## src/ams_cfg.svh

```systemverilog
`ifndef AMS_CFG_SVH
`define AMS_CFG_SVH

`define AMS_AW 8
`define AMS_DW 16
`define AMS_CW 11

`define AMS_OFS_CTRL 8'h00
`define AMS_OFS_RESULT 8'h02
`define AMS_OFS_STATUS 8'h05
`define AMS_OFS_CONVERT 8'h07
`define AMS_OFS_VECTOR 8'h09

`define AMS_BIT_INT_EN 6
`define AMS_BIT_AUTO 7
`define AMS_BIT_PIPE 8
`define AMS_BIT_DIFF 9

`define AMS_CLK_NS 20
`define AMS_T_SETTLE_NORM_NS 2500
`define AMS_T_SETTLE_AUTO_NS 10000
`define AMS_T_CONV_NORM_NP_NS 22000
`define AMS_T_CONV_NORM_P_NS 12000
`define AMS_T_CONV_AUTO_NP_NS 22000
`define AMS_T_CONV_AUTO_P_NS 10000

`define AMS_CYC(ns) ((ns + `AMS_CLK_NS - 1) / `AMS_CLK_NS)

`endif

```

## src/ams_pkg.sv

```systemverilog
`include "ams_cfg.svh"

package ams_pkg;
    typedef enum logic {AMS_IDLE, AMS_CONV} ams_conv_e;

    typedef struct packed {
        logic [9:0] ctrl;
        logic [6:0] vec_hi;
        logic [`AMS_DW-1:0] result;
        logic [`AMS_DW-1:0] prev;
        logic [`AMS_DW-1:0] smp1;
        logic [`AMS_DW-1:0] smp2;
        logic [`AMS_CW-1:0] settle_cnt;
        logic [`AMS_CW-1:0] conv_cnt;
        logic settle;
        logic settle_q;
        ams_conv_e cst;
        logic auto_pend;
        logic busy_q;
        logic irq_data;
        logic irq_settle;
        logic start;
        logic [`AMS_DW-1:0] rdata;
        logic [`AMS_CW-1:0] chk_settle_age;
        logic [`AMS_CW-1:0] chk_conv_age;
        logic [1:0] chk_conv_mode;
    } ams_state_s;
endpackage

```

## src/ams_sequencer.sv

```systemverilog
// Operation
// - Bit 7 picks normal or automatic settling.
// - Bit 8 picks direct or pipelined result.
// - Control write, bit 7 clear: normal mode.
// - Control write, bit 7 set: automatic mode.
// - Settle flag high until settling interval ends.
// - Settling of next channel overlaps conversion.
// - Busy high during conversion; low means result valid.
// - Normal mode raises settle and data interrupts.
// - Normal direct: current result, 22 us cycle.
// - Normal pipelined: 12 us, 14.5 us on change.
// - Automatic mode starts conversion after settling.
// - Automatic busy covers select, settling and conversion.
// - Automatic busy fall: result readable, one interrupt.
// - Automatic direct: current result, 32 us cycle.
// - Automatic pipelined: previous result, 20 us cycle.
// - Trigger writes while busy are ignored.
// - Data interrupt on busy fall, line 0.
// - Settle-fall interrupt on line 1, normal only.
// - Vector bit 0 tells settle from data source.
`include "ams_cfg.svh"
module ams_sequencer (
    input wire logic sys_clk,
    input wire logic srst,
    input wire logic [`AMS_AW-1:0] addr,
    input wire logic [`AMS_DW-1:0] wdata,
    input wire logic wr,
    input wire logic rd,
    output logic [`AMS_DW-1:0] rdata,
    input wire logic int_ack,
    output logic intreq_data_n,
    output logic intreq_settle_n,
    input wire logic [`AMS_DW-1:0] adc_sample,
    output logic adc_start,
    output logic [3:0] chan_sel,
    output logic [1:0] gain_sel,
    output logic diff_mode
);
    localparam logic [`AMS_CW-1:0] SETTLE_NORM =
        `AMS_CW'(`AMS_CYC(`AMS_T_SETTLE_NORM_NS));
    localparam logic [`AMS_CW-1:0] SETTLE_AUTO =
        `AMS_CW'(`AMS_CYC(`AMS_T_SETTLE_AUTO_NS));
    localparam logic [`AMS_CW-1:0] CONV_NORM_NP =
        `AMS_CW'(`AMS_CYC(`AMS_T_CONV_NORM_NP_NS));
    localparam logic [`AMS_CW-1:0] CONV_NORM_P =
        `AMS_CW'(`AMS_CYC(`AMS_T_CONV_NORM_P_NS));
    localparam logic [`AMS_CW-1:0] CONV_AUTO_NP =
        `AMS_CW'(`AMS_CYC(`AMS_T_CONV_AUTO_NP_NS));
    localparam logic [`AMS_CW-1:0] CONV_AUTO_P =
        `AMS_CW'(`AMS_CYC(`AMS_T_CONV_AUTO_P_NS));
    localparam logic [`AMS_CW-1:0] ONE = `AMS_CW'(1);
    localparam logic [`AMS_CW-1:0] ZERO = '0;
    localparam logic [`AMS_CW-1:0] AGE_MAX = '1;

    ams_pkg::ams_state_s q;
    ams_pkg::ams_state_s n;

    logic ctrl_wr;
    logic conv_wr;
    logic auto_mode;
    logic pipe_mode;
    logic int_en;
    logic busy;
    logic fell_busy;
    logic fell_settle;
    logic go;
    logic [`AMS_CW-1:0] conv_len;

    assign ctrl_wr = wr && addr == `AMS_OFS_CTRL;
    assign conv_wr = wr && addr == `AMS_OFS_CONVERT;
    assign auto_mode = q.ctrl[`AMS_BIT_AUTO];
    assign pipe_mode = q.ctrl[`AMS_BIT_PIPE];
    assign int_en = q.ctrl[`AMS_BIT_INT_EN];
    // In automatic mode busy also covers the pending settling phase.
    assign busy = q.cst == ams_pkg::AMS_CONV || q.auto_pend;
    assign fell_busy = q.busy_q && !busy;
    assign fell_settle = q.settle_q && !q.settle;

    always_comb begin
        unique case ({auto_mode, pipe_mode})
            2'b00: conv_len = CONV_NORM_NP;
            2'b01: conv_len = CONV_NORM_P;
            2'b10: conv_len = CONV_AUTO_NP;
            2'b11: conv_len = CONV_AUTO_P;
        endcase
    end

    always_comb begin
        n = q;
        n.start = 1'b0;
        n.rdata = 16'h0000;
        // The sample bus is registered every cycle into smp1 and smp2; smp2 is taken at conversion end.
        n.smp1 = adc_sample;
        n.smp2 = q.smp1;
        n.busy_q = busy;
        n.settle_q = q.settle;
        go = 1'b0;

        if (q.settle) begin
            n.settle_cnt = q.settle_cnt - ONE;
            if (q.settle_cnt == ONE) begin
                n.settle = 1'b0;
            end
        end

        // Assertion helpers: ages since the last control write and start.
        // They stop at the top so a long idle spell cannot wrap them.
        if (q.chk_settle_age != ZERO && q.chk_settle_age != AGE_MAX) begin
            n.chk_settle_age = q.chk_settle_age + ONE;
        end
        if (q.chk_conv_age != ZERO && q.chk_conv_age != AGE_MAX) begin
            n.chk_conv_age = q.chk_conv_age + ONE;
        end

        unique case (q.cst)
            ams_pkg::AMS_IDLE: begin
                if (q.auto_pend) begin
                    go = !q.settle;
                end else begin
                    go = conv_wr && !auto_mode;
                end
            end
            ams_pkg::AMS_CONV: begin
                n.conv_cnt = q.conv_cnt - ONE;
                if (q.conv_cnt == ONE) begin
                    n.cst = ams_pkg::AMS_IDLE;
                    n.prev = q.smp2;
                    if (!pipe_mode) begin
                        n.result = q.smp2;
                    end
                end
            end
        endcase

        if (go) begin
            n.cst = ams_pkg::AMS_CONV;
            n.conv_cnt = conv_len;
            n.start = 1'b1;
            n.auto_pend = 1'b0;
            n.chk_conv_age = ONE;
            n.chk_conv_mode = {auto_mode, pipe_mode};
            if (pipe_mode) begin
                n.result = q.prev;
            end
        end

        // A control write restarts settling even mid-conversion.
        if (ctrl_wr) begin
            n.ctrl = wdata[9:0];
            n.settle = 1'b1;
            n.chk_settle_age = ONE;
            if (wdata[`AMS_BIT_AUTO]) begin
                n.settle_cnt = SETTLE_AUTO;
                n.auto_pend = 1'b1;
            end else begin
                n.settle_cnt = SETTLE_NORM;
                n.auto_pend = 1'b0;
            end
        end
        if (wr && addr == `AMS_OFS_VECTOR) begin
            n.vec_hi = wdata[7:1];
        end

        // Acknowledge clears first, so a same-cycle event still wins.
        if (int_ack) begin
            n.rdata = {8'h00, q.vec_hi, !q.irq_data && q.irq_settle};
            if (q.irq_data) begin
                n.irq_data = 1'b0;
            end else begin
                n.irq_settle = 1'b0;
            end
        end else if (rd) begin
            case (addr)
                `AMS_OFS_CTRL: n.rdata = {6'h00, q.ctrl};
                `AMS_OFS_RESULT: n.rdata = q.result;
                `AMS_OFS_STATUS: n.rdata = {14'h0000, busy, q.settle};
                `AMS_OFS_VECTOR: n.rdata = {8'h00, q.vec_hi, 1'b0};
                default: n.rdata = 16'h0000;
            endcase
        end
        if (fell_busy && int_en) begin
            n.irq_data = 1'b1;
        end
        if (fell_settle && !auto_mode && int_en) begin
            n.irq_settle = 1'b1;
        end
    end

    always_ff @(posedge sys_clk) begin
        if (srst) begin
            q <= '0;
        end else begin
            q <= n;
        end
    end

    assign rdata = q.rdata;
    assign adc_start = q.start;
    assign chan_sel = q.ctrl[3:0];
    assign gain_sel = q.ctrl[5:4];
    assign diff_mode = q.ctrl[`AMS_BIT_DIFF];
    assign intreq_data_n = !q.irq_data;
    assign intreq_settle_n = !q.irq_settle;
endmodule

```

## config.mk

```make
export PLATFORM = sky130hd
export DESIGN_NAME = ams_sequencer
export DESIGN_NICKNAME = d
export VERILOG_FILES = /design/src/ams_pkg.sv /design/src/ams_sequencer.sv
export VERILOG_INCLUDE_DIRS = /design/src
export SDC_FILE = /design/constraint.sdc
export NUM_CORES = 1
export LEC_CHECK = 0
export CORE_AREA = 2 2 92 94
export CTS_CLUSTER_DIAMETER = 150
export DETAILED_ROUTE_END_ITERATION = 10
export DIE_AREA = 0 0 94 96
export DONT_BUFFER_PORTS = 1
export GPL_TIMING_DRIVEN = 0
export HOLD_SLACK_MARGIN = 0.06
export PLACE_DENSITY = 0.89
export SETUP_SLACK_MARGIN = 0.4
export SYNTH_ARGS = -nofsm -noshare
export SYNTH_HDL_FRONTEND = slang
export SYNTH_SLANG_ARGS = --single-unit
```

## constraint.sdc

```tcl
create_clock -name sys_clk -period 4.15 [get_ports sys_clk]
set_input_delay 0.2075 -clock sys_clk [delete_from_list [all_inputs] [get_ports sys_clk]]
set_output_delay 0.2075 -clock sys_clk [all_outputs]
set_load 0.01 [all_outputs]
```

* After elaboration in Yosys (flattened, before gate mapping)
Cells that the tools add are included.
** Storage, ports and cells
- Flip-flop bits (word level) :: 127
- Bits of input ports :: 45
- Output and inout bits :: 26
- Logic and storage cells :: 87
** Cells by class
- Add/sub/neg operators :: 2
- Equality and inequality tests :: 10
- Mux-type cells :: 29
- Bitwise operators :: 1
- Reduce and logical (&&, ||, !) cells :: 27
** Operators with widths (count)
- $mux 32 :: 2
- $pmux 16 s4 :: 1
- $mux 16 :: 3
- $mux 11 :: 4
- $pmux 11 s3 :: 1
- $eq 11x1->1 const B :: 2
- $sub 11x1->11 const B :: 2
- $eq 8x3->1 const B :: 2
- $mux 8 :: 2
- $mux 1 :: 13
- $logic_and 1x1->1 :: 10
- $reduce_bool 2->1 :: 5
- $mux 9 :: 1
- $eq 8x2->1 const B :: 1
- $eq 8x4->1 const B :: 1
- $logic_not 8->1 :: 1
- $logic_not 1->1 :: 5
- $eq 2x2->1 const B :: 2
- $mux 2 :: 2
- $reduce_and 2->1 :: 2
- $reduce_or 3->1 :: 1
- $eq 2x1->1 const B :: 1
- $logic_not 2->1 :: 1
- $ne 2x1->1 const B :: 1
- 3 further kinds :: 3

* Logic depth before layout (Yosys ltp)
- Word-level depth :: 7
- Gate-level depth with buffers :: 10
- Mapped depth without buffers :: 7

* Least setup slack after synthesis
No wires, ideal clock.
- Kind :: register to register
- From :: register q[49] (netlist name)
- To :: register q[123] (netlist name)
- Library setup time :: 91 ps
- Arrival :: 1919 ps
- Data required time :: 4059 ps
- Slack :: 2140 ps
- Stages on the path, launching flop included :: 11
- Path buffers :: 3
- Clock period less this slack :: 2010 ps
- Path through :: dfxtp_1 > inv_1 > ha_1 > and3b_1 > nand4_1 > buf_2 > nand2b_1 > clkbuf_1 > clkbuf_1 > nand2_1 > a311oi_1
** Between the ends
- Cells in the longest elaborated chain, start to end :: 5
** Ends and longest elaborated chain
- start: declaration :: RTL line ams_sequencer.sv:55 : ams_pkg::ams_state_s q;
- start signal: assignment :: RTL line ams_sequencer.sv:193 : q <= n;
- $eq 11x1->1 * :: RTL line ams_sequencer.sv:125 : if (q.conv_cnt == ONE) begin
- $mux 32 * :: RTL line ams_sequencer.sv:125
- $mux 32 * :: RTL line ams_sequencer.sv:115 : unique case (q.cst)
- $mux 16 :: RTL line ams_sequencer.sv:142 : if (pipe_mode) begin
- $mux 16 * :: RTL line ams_sequencer.sv:135 : if (go) begin
Every way passes the cells marked *; elsewhere a longest branch is shown, timed or not.
A chain may end at the register's enable or synchronous reset.

* Final worst setup path
- From :: register q[49] (netlist name)
- To :: register q[125] (netlist name)
The elaborated chain is that of the path after synthesis.

==> report_table.html <==
<table>
<tr><th>Metric</th><th>Value</th></tr>
<tr><th colspan="2">Outcome</th></tr>
<tr><td>Outcome</td><td>finished, final reports clean</td></tr>
<tr><th colspan="2">Timing</th></tr>
<tr><td>Worst path setup slack after routing</td><td>1700 ps</td></tr>
<tr><td>Setup repair after global routing missed its margin</td><td>no</td></tr>
<tr><td>Setup violation total in the final timing report</td><td>0</td></tr>
<tr><td>Number of failing hold endpoints at the final stage</td><td>0</td></tr>
<tr><td>Final setup skew</td><td>9.73 ps</td></tr>
<tr><td>Final worst-path cycle share</td><td>59.0%</td></tr>
<tr><td>Setup TNS</td><td>0 ps</td></tr>
<tr><td>Final Critical Period</td><td>2450 ps</td></tr>
<tr><td>Slew at the pin closest to its max-slew limit</td><td>857 ps</td></tr>
<tr><td>Slew Limit Fails</td><td>0</td></tr>
<tr><td>FMAX</td><td>0.408 GHz</td></tr>
<tr><td>Relative slew margins</td><td>42.3%</td></tr>
<tr><th colspan="2">Setup path</th></tr>
<tr><td>Largest fanout on the critical path</td><td>10</td></tr>
<tr><td>Sort of element at the start of the critical path</td><td>flip-flop</td></tr>
<tr><td>Worst path slowest cell</td><td>sky130_fd_sc_hd__dfxtp_1</td></tr>
<tr><td>Max incr delay on CP</td><td>370 ps</td></tr>
<tr><td>Combined buffer and inverter count along the critical path</td><td>4</td></tr>
<tr><td>Most numerous cell on the critical path</td><td>sky130_fd_sc_hd__clkbuf_1</td></tr>
<tr><td>Signal arrival time at the worst endpoint</td><td>2870 ps</td></tr>
<tr><td>Gate family responsible for the most delay along the worst path</td><td>buffers and inverters</td></tr>
<tr><td>Endpoint of the most critical register-to-register path</td><td>q[125]</td></tr>
<tr><td>Setup crit end kind</td><td>flip-flop</td></tr>
<tr><td>Flop-to-flop setup slack</td><td>1700 ps</td></tr>
<tr><td>Cell-by-cell listing of the critical path</td><td>inv_1, ha_1, and3b_1, nand4_1, buf_2, nand2b_1, clkbuf_1, clkbuf_1, nand2_1, a311oi_1</td></tr>
<tr><td>Crit Path Category</td><td>flip-flop to flip-flop</td></tr>
<tr><td>Required time of the critical path</td><td>4570 ps</td></tr>
<tr><td>Worst R2R Path Depth</td><td>10</td></tr>
<tr><td>Critical R2R Launch</td><td>q[49]</td></tr>
<tr><th colspan="2">Floorplan</th></tr>
<tr><td>Core Area</td><td>8050 µm²</td></tr>
<tr><td>Io pins</td><td>71</td></tr>
<tr><td>Initial standard-cell utilization of the core</td><td>62.6%</td></tr>
<tr><td>Die boundary width</td><td>94 µm</td></tr>
<tr><td>Total die area</td><td>9020 µm²</td></tr>
<tr><td>Core Rows</td><td>33</td></tr>
<tr><td>Die Y</td><td>96 µm</td></tr>
<tr><th colspan="2">Clocking</th></tr>
<tr><td>Clock insertion delay at the later pin of the skew report</td><td>530 ps</td></tr>
<tr><td>Num CTS Buffers</td><td>17</td></tr>
<tr><td>TritonCTS clock tree</td><td>built</td></tr>
<tr><td>Number of resized instances in the post-cts repair step</td><td>0</td></tr>
<tr><td># clock sinks</td><td>127</td></tr>
<tr><td>Htree depth</td><td>4</td></tr>
<tr><td>Maximum clock path buffer count</td><td>2</td></tr>
<tr><td>Clock slew at reported path FFs</td><td>60 ps</td></tr>
<tr><td>CTS root buffer</td><td>sky130_fd_sc_hd__clkbuf_8</td></tr>
<tr><th colspan="2">Routing</th></tr>
<tr><td>Via Count</td><td>4302</td></tr>
<tr><td>Drt first pass iters</td><td>6</td></tr>
<tr><td>Detailed-route vias per instance</td><td>6.00</td></tr>
<tr><td>Average wire length per cell after detail routing</td><td>19.0 µm</td></tr>
<tr><td>Detailed Route Iter0 Violations</td><td>433</td></tr>
<tr><td>Detailed-route DRC error count</td><td>0</td></tr>
<tr><td>Post-detailed-route count of antenna-violating nets</td><td>0</td></tr>
<tr><td>Total wirelength of the detailed-routed design</td><td>13600 µm</td></tr>
<tr><th colspan="2">Min path</th></tr>
<tr><td>Class of the tightest hold or removal check</td><td>primary input to flip-flop</td></tr>
<tr><td>Cell depth of the worst hold path</td><td>4</td></tr>
<tr><td>Worst min-delay path startpoint</td><td>srst</td></tr>
<tr><td>Worst-case hold path end point</td><td>rdata[14]</td></tr>
<tr><th colspan="2">Placement</th></tr>
<tr><td>Total half-perimeter wirelength after legalization and detailed placement</td><td>7540 µm</td></tr>
<tr><td>Gp weighted congestion</td><td>0.934</td></tr>
<tr><td>Placed Instance Area</td><td>5170 µm²</td></tr>
<tr><td>Post-place setup slack</td><td>1750 ps</td></tr>
<tr><td>Count of buffers from port buffering</td><td>0</td></tr>
<tr><th colspan="2">Yosys</th></tr>
<tr><td>Most used flip-flop cell after synthesis</td><td>sky130_fd_sc_hd__dfxtp_1</td></tr>
<tr><td>Number of library cell types mapped by synthesis</td><td>56</td></tr>
<tr><td>Yosys Warn Count</td><td>0</td></tr>
<tr><td>Post-Synthesis Mean Instance Area</td><td>9.46 µm²</td></tr>
<tr><td>Flip-flop and latch count after synthesis</td><td>127</td></tr>
<tr><td>Number of enable flip-flop cells after synthesis</td><td>0</td></tr>
<tr><td>Async SR Flop Fraction</td><td>0%</td></tr>
<tr><td>Synth Instances</td><td>533</td></tr>
<tr><td>Proportion of synthesized chip area in sequential cells</td><td>50.4%</td></tr>
<tr><td>Mapped Area</td><td>5040 µm²</td></tr>
<tr><td>Number of nets produced by synthesis</td><td>582</td></tr>
<tr><th colspan="2">GRT</th></tr>
<tr><td>Number of global-route vias before repair</td><td>4323</td></tr>
<tr><td>Overall routing resource usage</td><td>31.2%</td></tr>
<tr><td>Maximum number of pins on one net before global-route repair</td><td>17</td></tr>
<tr><td>Remaining global-route overflow</td><td>0</td></tr>
<tr><td>First-pass GRT wire length</td><td>21300 µm</td></tr>
<tr><td>Initial antenna violation count</td><td>0</td></tr>
<tr><th colspan="2">Pwr</th></tr>
<tr><td>VDD IR max</td><td>0.327 mV</td></tr>
<tr><td>Cell Pwr Density</td><td>463 nW/µm²</td></tr>
<tr><td>Leakage</td><td>2.58 nW</td></tr>
<tr><th colspan="2">Final layout</th></tr>
<tr><td>Area growth from synthesis to layout</td><td>24.3%</td></tr>
<tr><td>Layout cell share with drive strength beyond 1</td><td>12.7%</td></tr>
<tr><td>Commonest non-fill, non-tap cells in the layout</td><td>127 x sky130_fd_sc_hd__dfxtp_1, 67 x sky130_fd_sc_hd__nand2_1, 63 x sky130_fd_sc_hd__nor2_1, 47 x sky130_fd_sc_hd__dlygate4sd3_1, 34 x sky130_fd_sc_hd__nor2b_1</td></tr>
<tr><td>Core occupancy in the finished layout</td><td>77.9%</td></tr>
<tr><td>Fillers</td><td>456</td></tr>
<tr><td>Diode count</td><td>0</td></tr>
<tr><td>Leading cell type in the layout, fill and taps excluded</td><td>sky130_fd_sc_hd__dfxtp_1</td></tr>
<tr><td>Final #Nets</td><td>648</td></tr>
<tr><td>Design Area, Final</td><td>6270 µm²</td></tr>
<tr><th colspan="2">Flow run</th></tr>
<tr><td>Number of max-capacitance violations reported</td><td>0</td></tr>
</table>
-- cell type report --
type | count | area [µm²] | area share [%]
tap | 105 | 131 | 2.10
multi-input combinational | 344 | 2170 | 34.6
buffer | 52 | 294 | 4.69
clock buffer | 18 | 428 | 6.82
clock inverter | 14 | 198 | 3.15
timing repair buffer | 47 | 470 | 7.50
inverter | 10 | 37.5 | 0.599
sequential | 127 | 2540 | 40.6
-- per-layer routing --
metal | vias up | global-route usage (%) | share of wire [%]
li1 | 1942 | - | -
met1 | 1987 | 32.3 | 36
met2 | 291 | 55.6 | 49
met3 | 82 | 10.4 | 10
met4 | 0 | 17.0 | 4.7
met5 | - | 0 | 0
-- stage by stage --
step	instances	hold WS, ps	power (mW)
after CTS	717	85.5	2.89
after global placement	638	344	1.33
after global routing	717	123	2.96
final	717	111	2.90
after detailed placement	638	341	1.33
after floorplan	533	336	1.31
-- synth_stat cells (all sizes together) (2+ instances only) --
| master | instances | area share, % |
|---|---|---|
| o21ai | 3 | 0.37 |
| nor3 | 11 | 1.2 |
| a211oi | 4 | 0.89 |
| xnor2 | 9 | 1.6 |
| a311oi | 16 | 2.8 |
| buf | 31 | 4.3 |
| xor2 | 3 | 0.52 |
| a21oi | 25 | 2.5 |
| clkbuf | 21 | 1.6 |
| nand2 | 67 | 5.0 |
| or4 | 5 | 0.82 |
| nand3 | 3 | 0.30 |
| and2 | 9 | 1.1 |
| o32ai | 2 | 0.35 |
| a31oi | 3 | 0.37 |
| o31ai | 2 | 0.30 |
| nand4 | 3 | 0.37 |
| nor4 | 5 | 0.74 |
| nor2 | 66 | 5.1 |
| nor4b | 2 | 0.65 |
| nor2b | 34 | 4.2 |
| ha | 4 | 0.99 |
| a32oi | 2 | 0.35 |
| nand4b | 3 | 0.52 |
| dfxtp | 127 | 50 |
| a32o | 2 | 0.40 |
| mux2i | 32 | 6.4 |
| nand2b | 5 | 0.62 |
| o41ai | 3 | 0.89 |
| inv | 10 | 0.74 |
| o31a | 2 | 0.35 |
| o2bb2ai | 6 | 1.0 |
-- worst register-to-register path, stage by stage, from the launching register on --
cell and delay (ps):
sky130_fd_sc_hd__dfxtp_1 370, sky130_fd_sc_hd__inv_1 90, sky130_fd_sc_hd__ha_1 180, sky130_fd_sc_hd__and3b_1 170, sky130_fd_sc_hd__nand4_1 80, sky130_fd_sc_hd__buf_2 260
sky130_fd_sc_hd__nand2b_1 150, sky130_fd_sc_hd__clkbuf_1 280, sky130_fd_sc_hd__clkbuf_1 350, sky130_fd_sc_hd__nand2_1 100, sky130_fd_sc_hd__a311oi_1 330
-- power breakdown --
group	total (mW)	internal [mW]	leakage (nW)	switching (mW)
sequential	1.24	1.24	1.03	0.00734
combinational	0.0981	0.0477	1.25	0.0505
clock	1.56	0.956	0.304	0.604
total	2.90	2.24	2.58	0.662
-- flip-flops by register name (all words and copies together) (netlist names) --
signal,count
auto_mode,1
adc_start,1
pipe_mode,1
int_en,1
rdata,16
diff_mode,1
q,83
n,17
gain_sel,2
chan_sel,4
-- timing repair --
item,4_1_cts,5_1_grt
hold buffers,47,0
setup buffers,0,0
hold endpoints to repair,68,0
-- cell families (layout without fill, tap and decap cells) --
family,count (synthesis),count (layout),share of synthesized area [%]
adders and majority gates,4,4,0.993
muxes,33,33,6.58
xor gates and xnor gates,12,12,2.08
buffers and inverters,62,141,6.58
DFF,127,127,50.4
and+or+nand+nor,219,219,21.6
AOI/OAI and AO/OA,76,76,11.8
-- how the worst max path moves through the flow --
| stage | slack, ps | start | to | depth (start not counted) |
|---|---|---|---|---|
| after floorplan | 2140 | q[49] | q[123] | 10 |
| after global placement | 1890 | q[49] | q[125] | 10 |
| after detailed placement | 1750 | addr[5] | int_en | 7 |
| after CTS | 1760 | q[49] | q[131] | 10 |
| after global routing | 1500 | q[49] | q[125] | 10 |
| final | 1700 | q[49] | q[125] | 10 |
(Power assumes the default switching activity.)
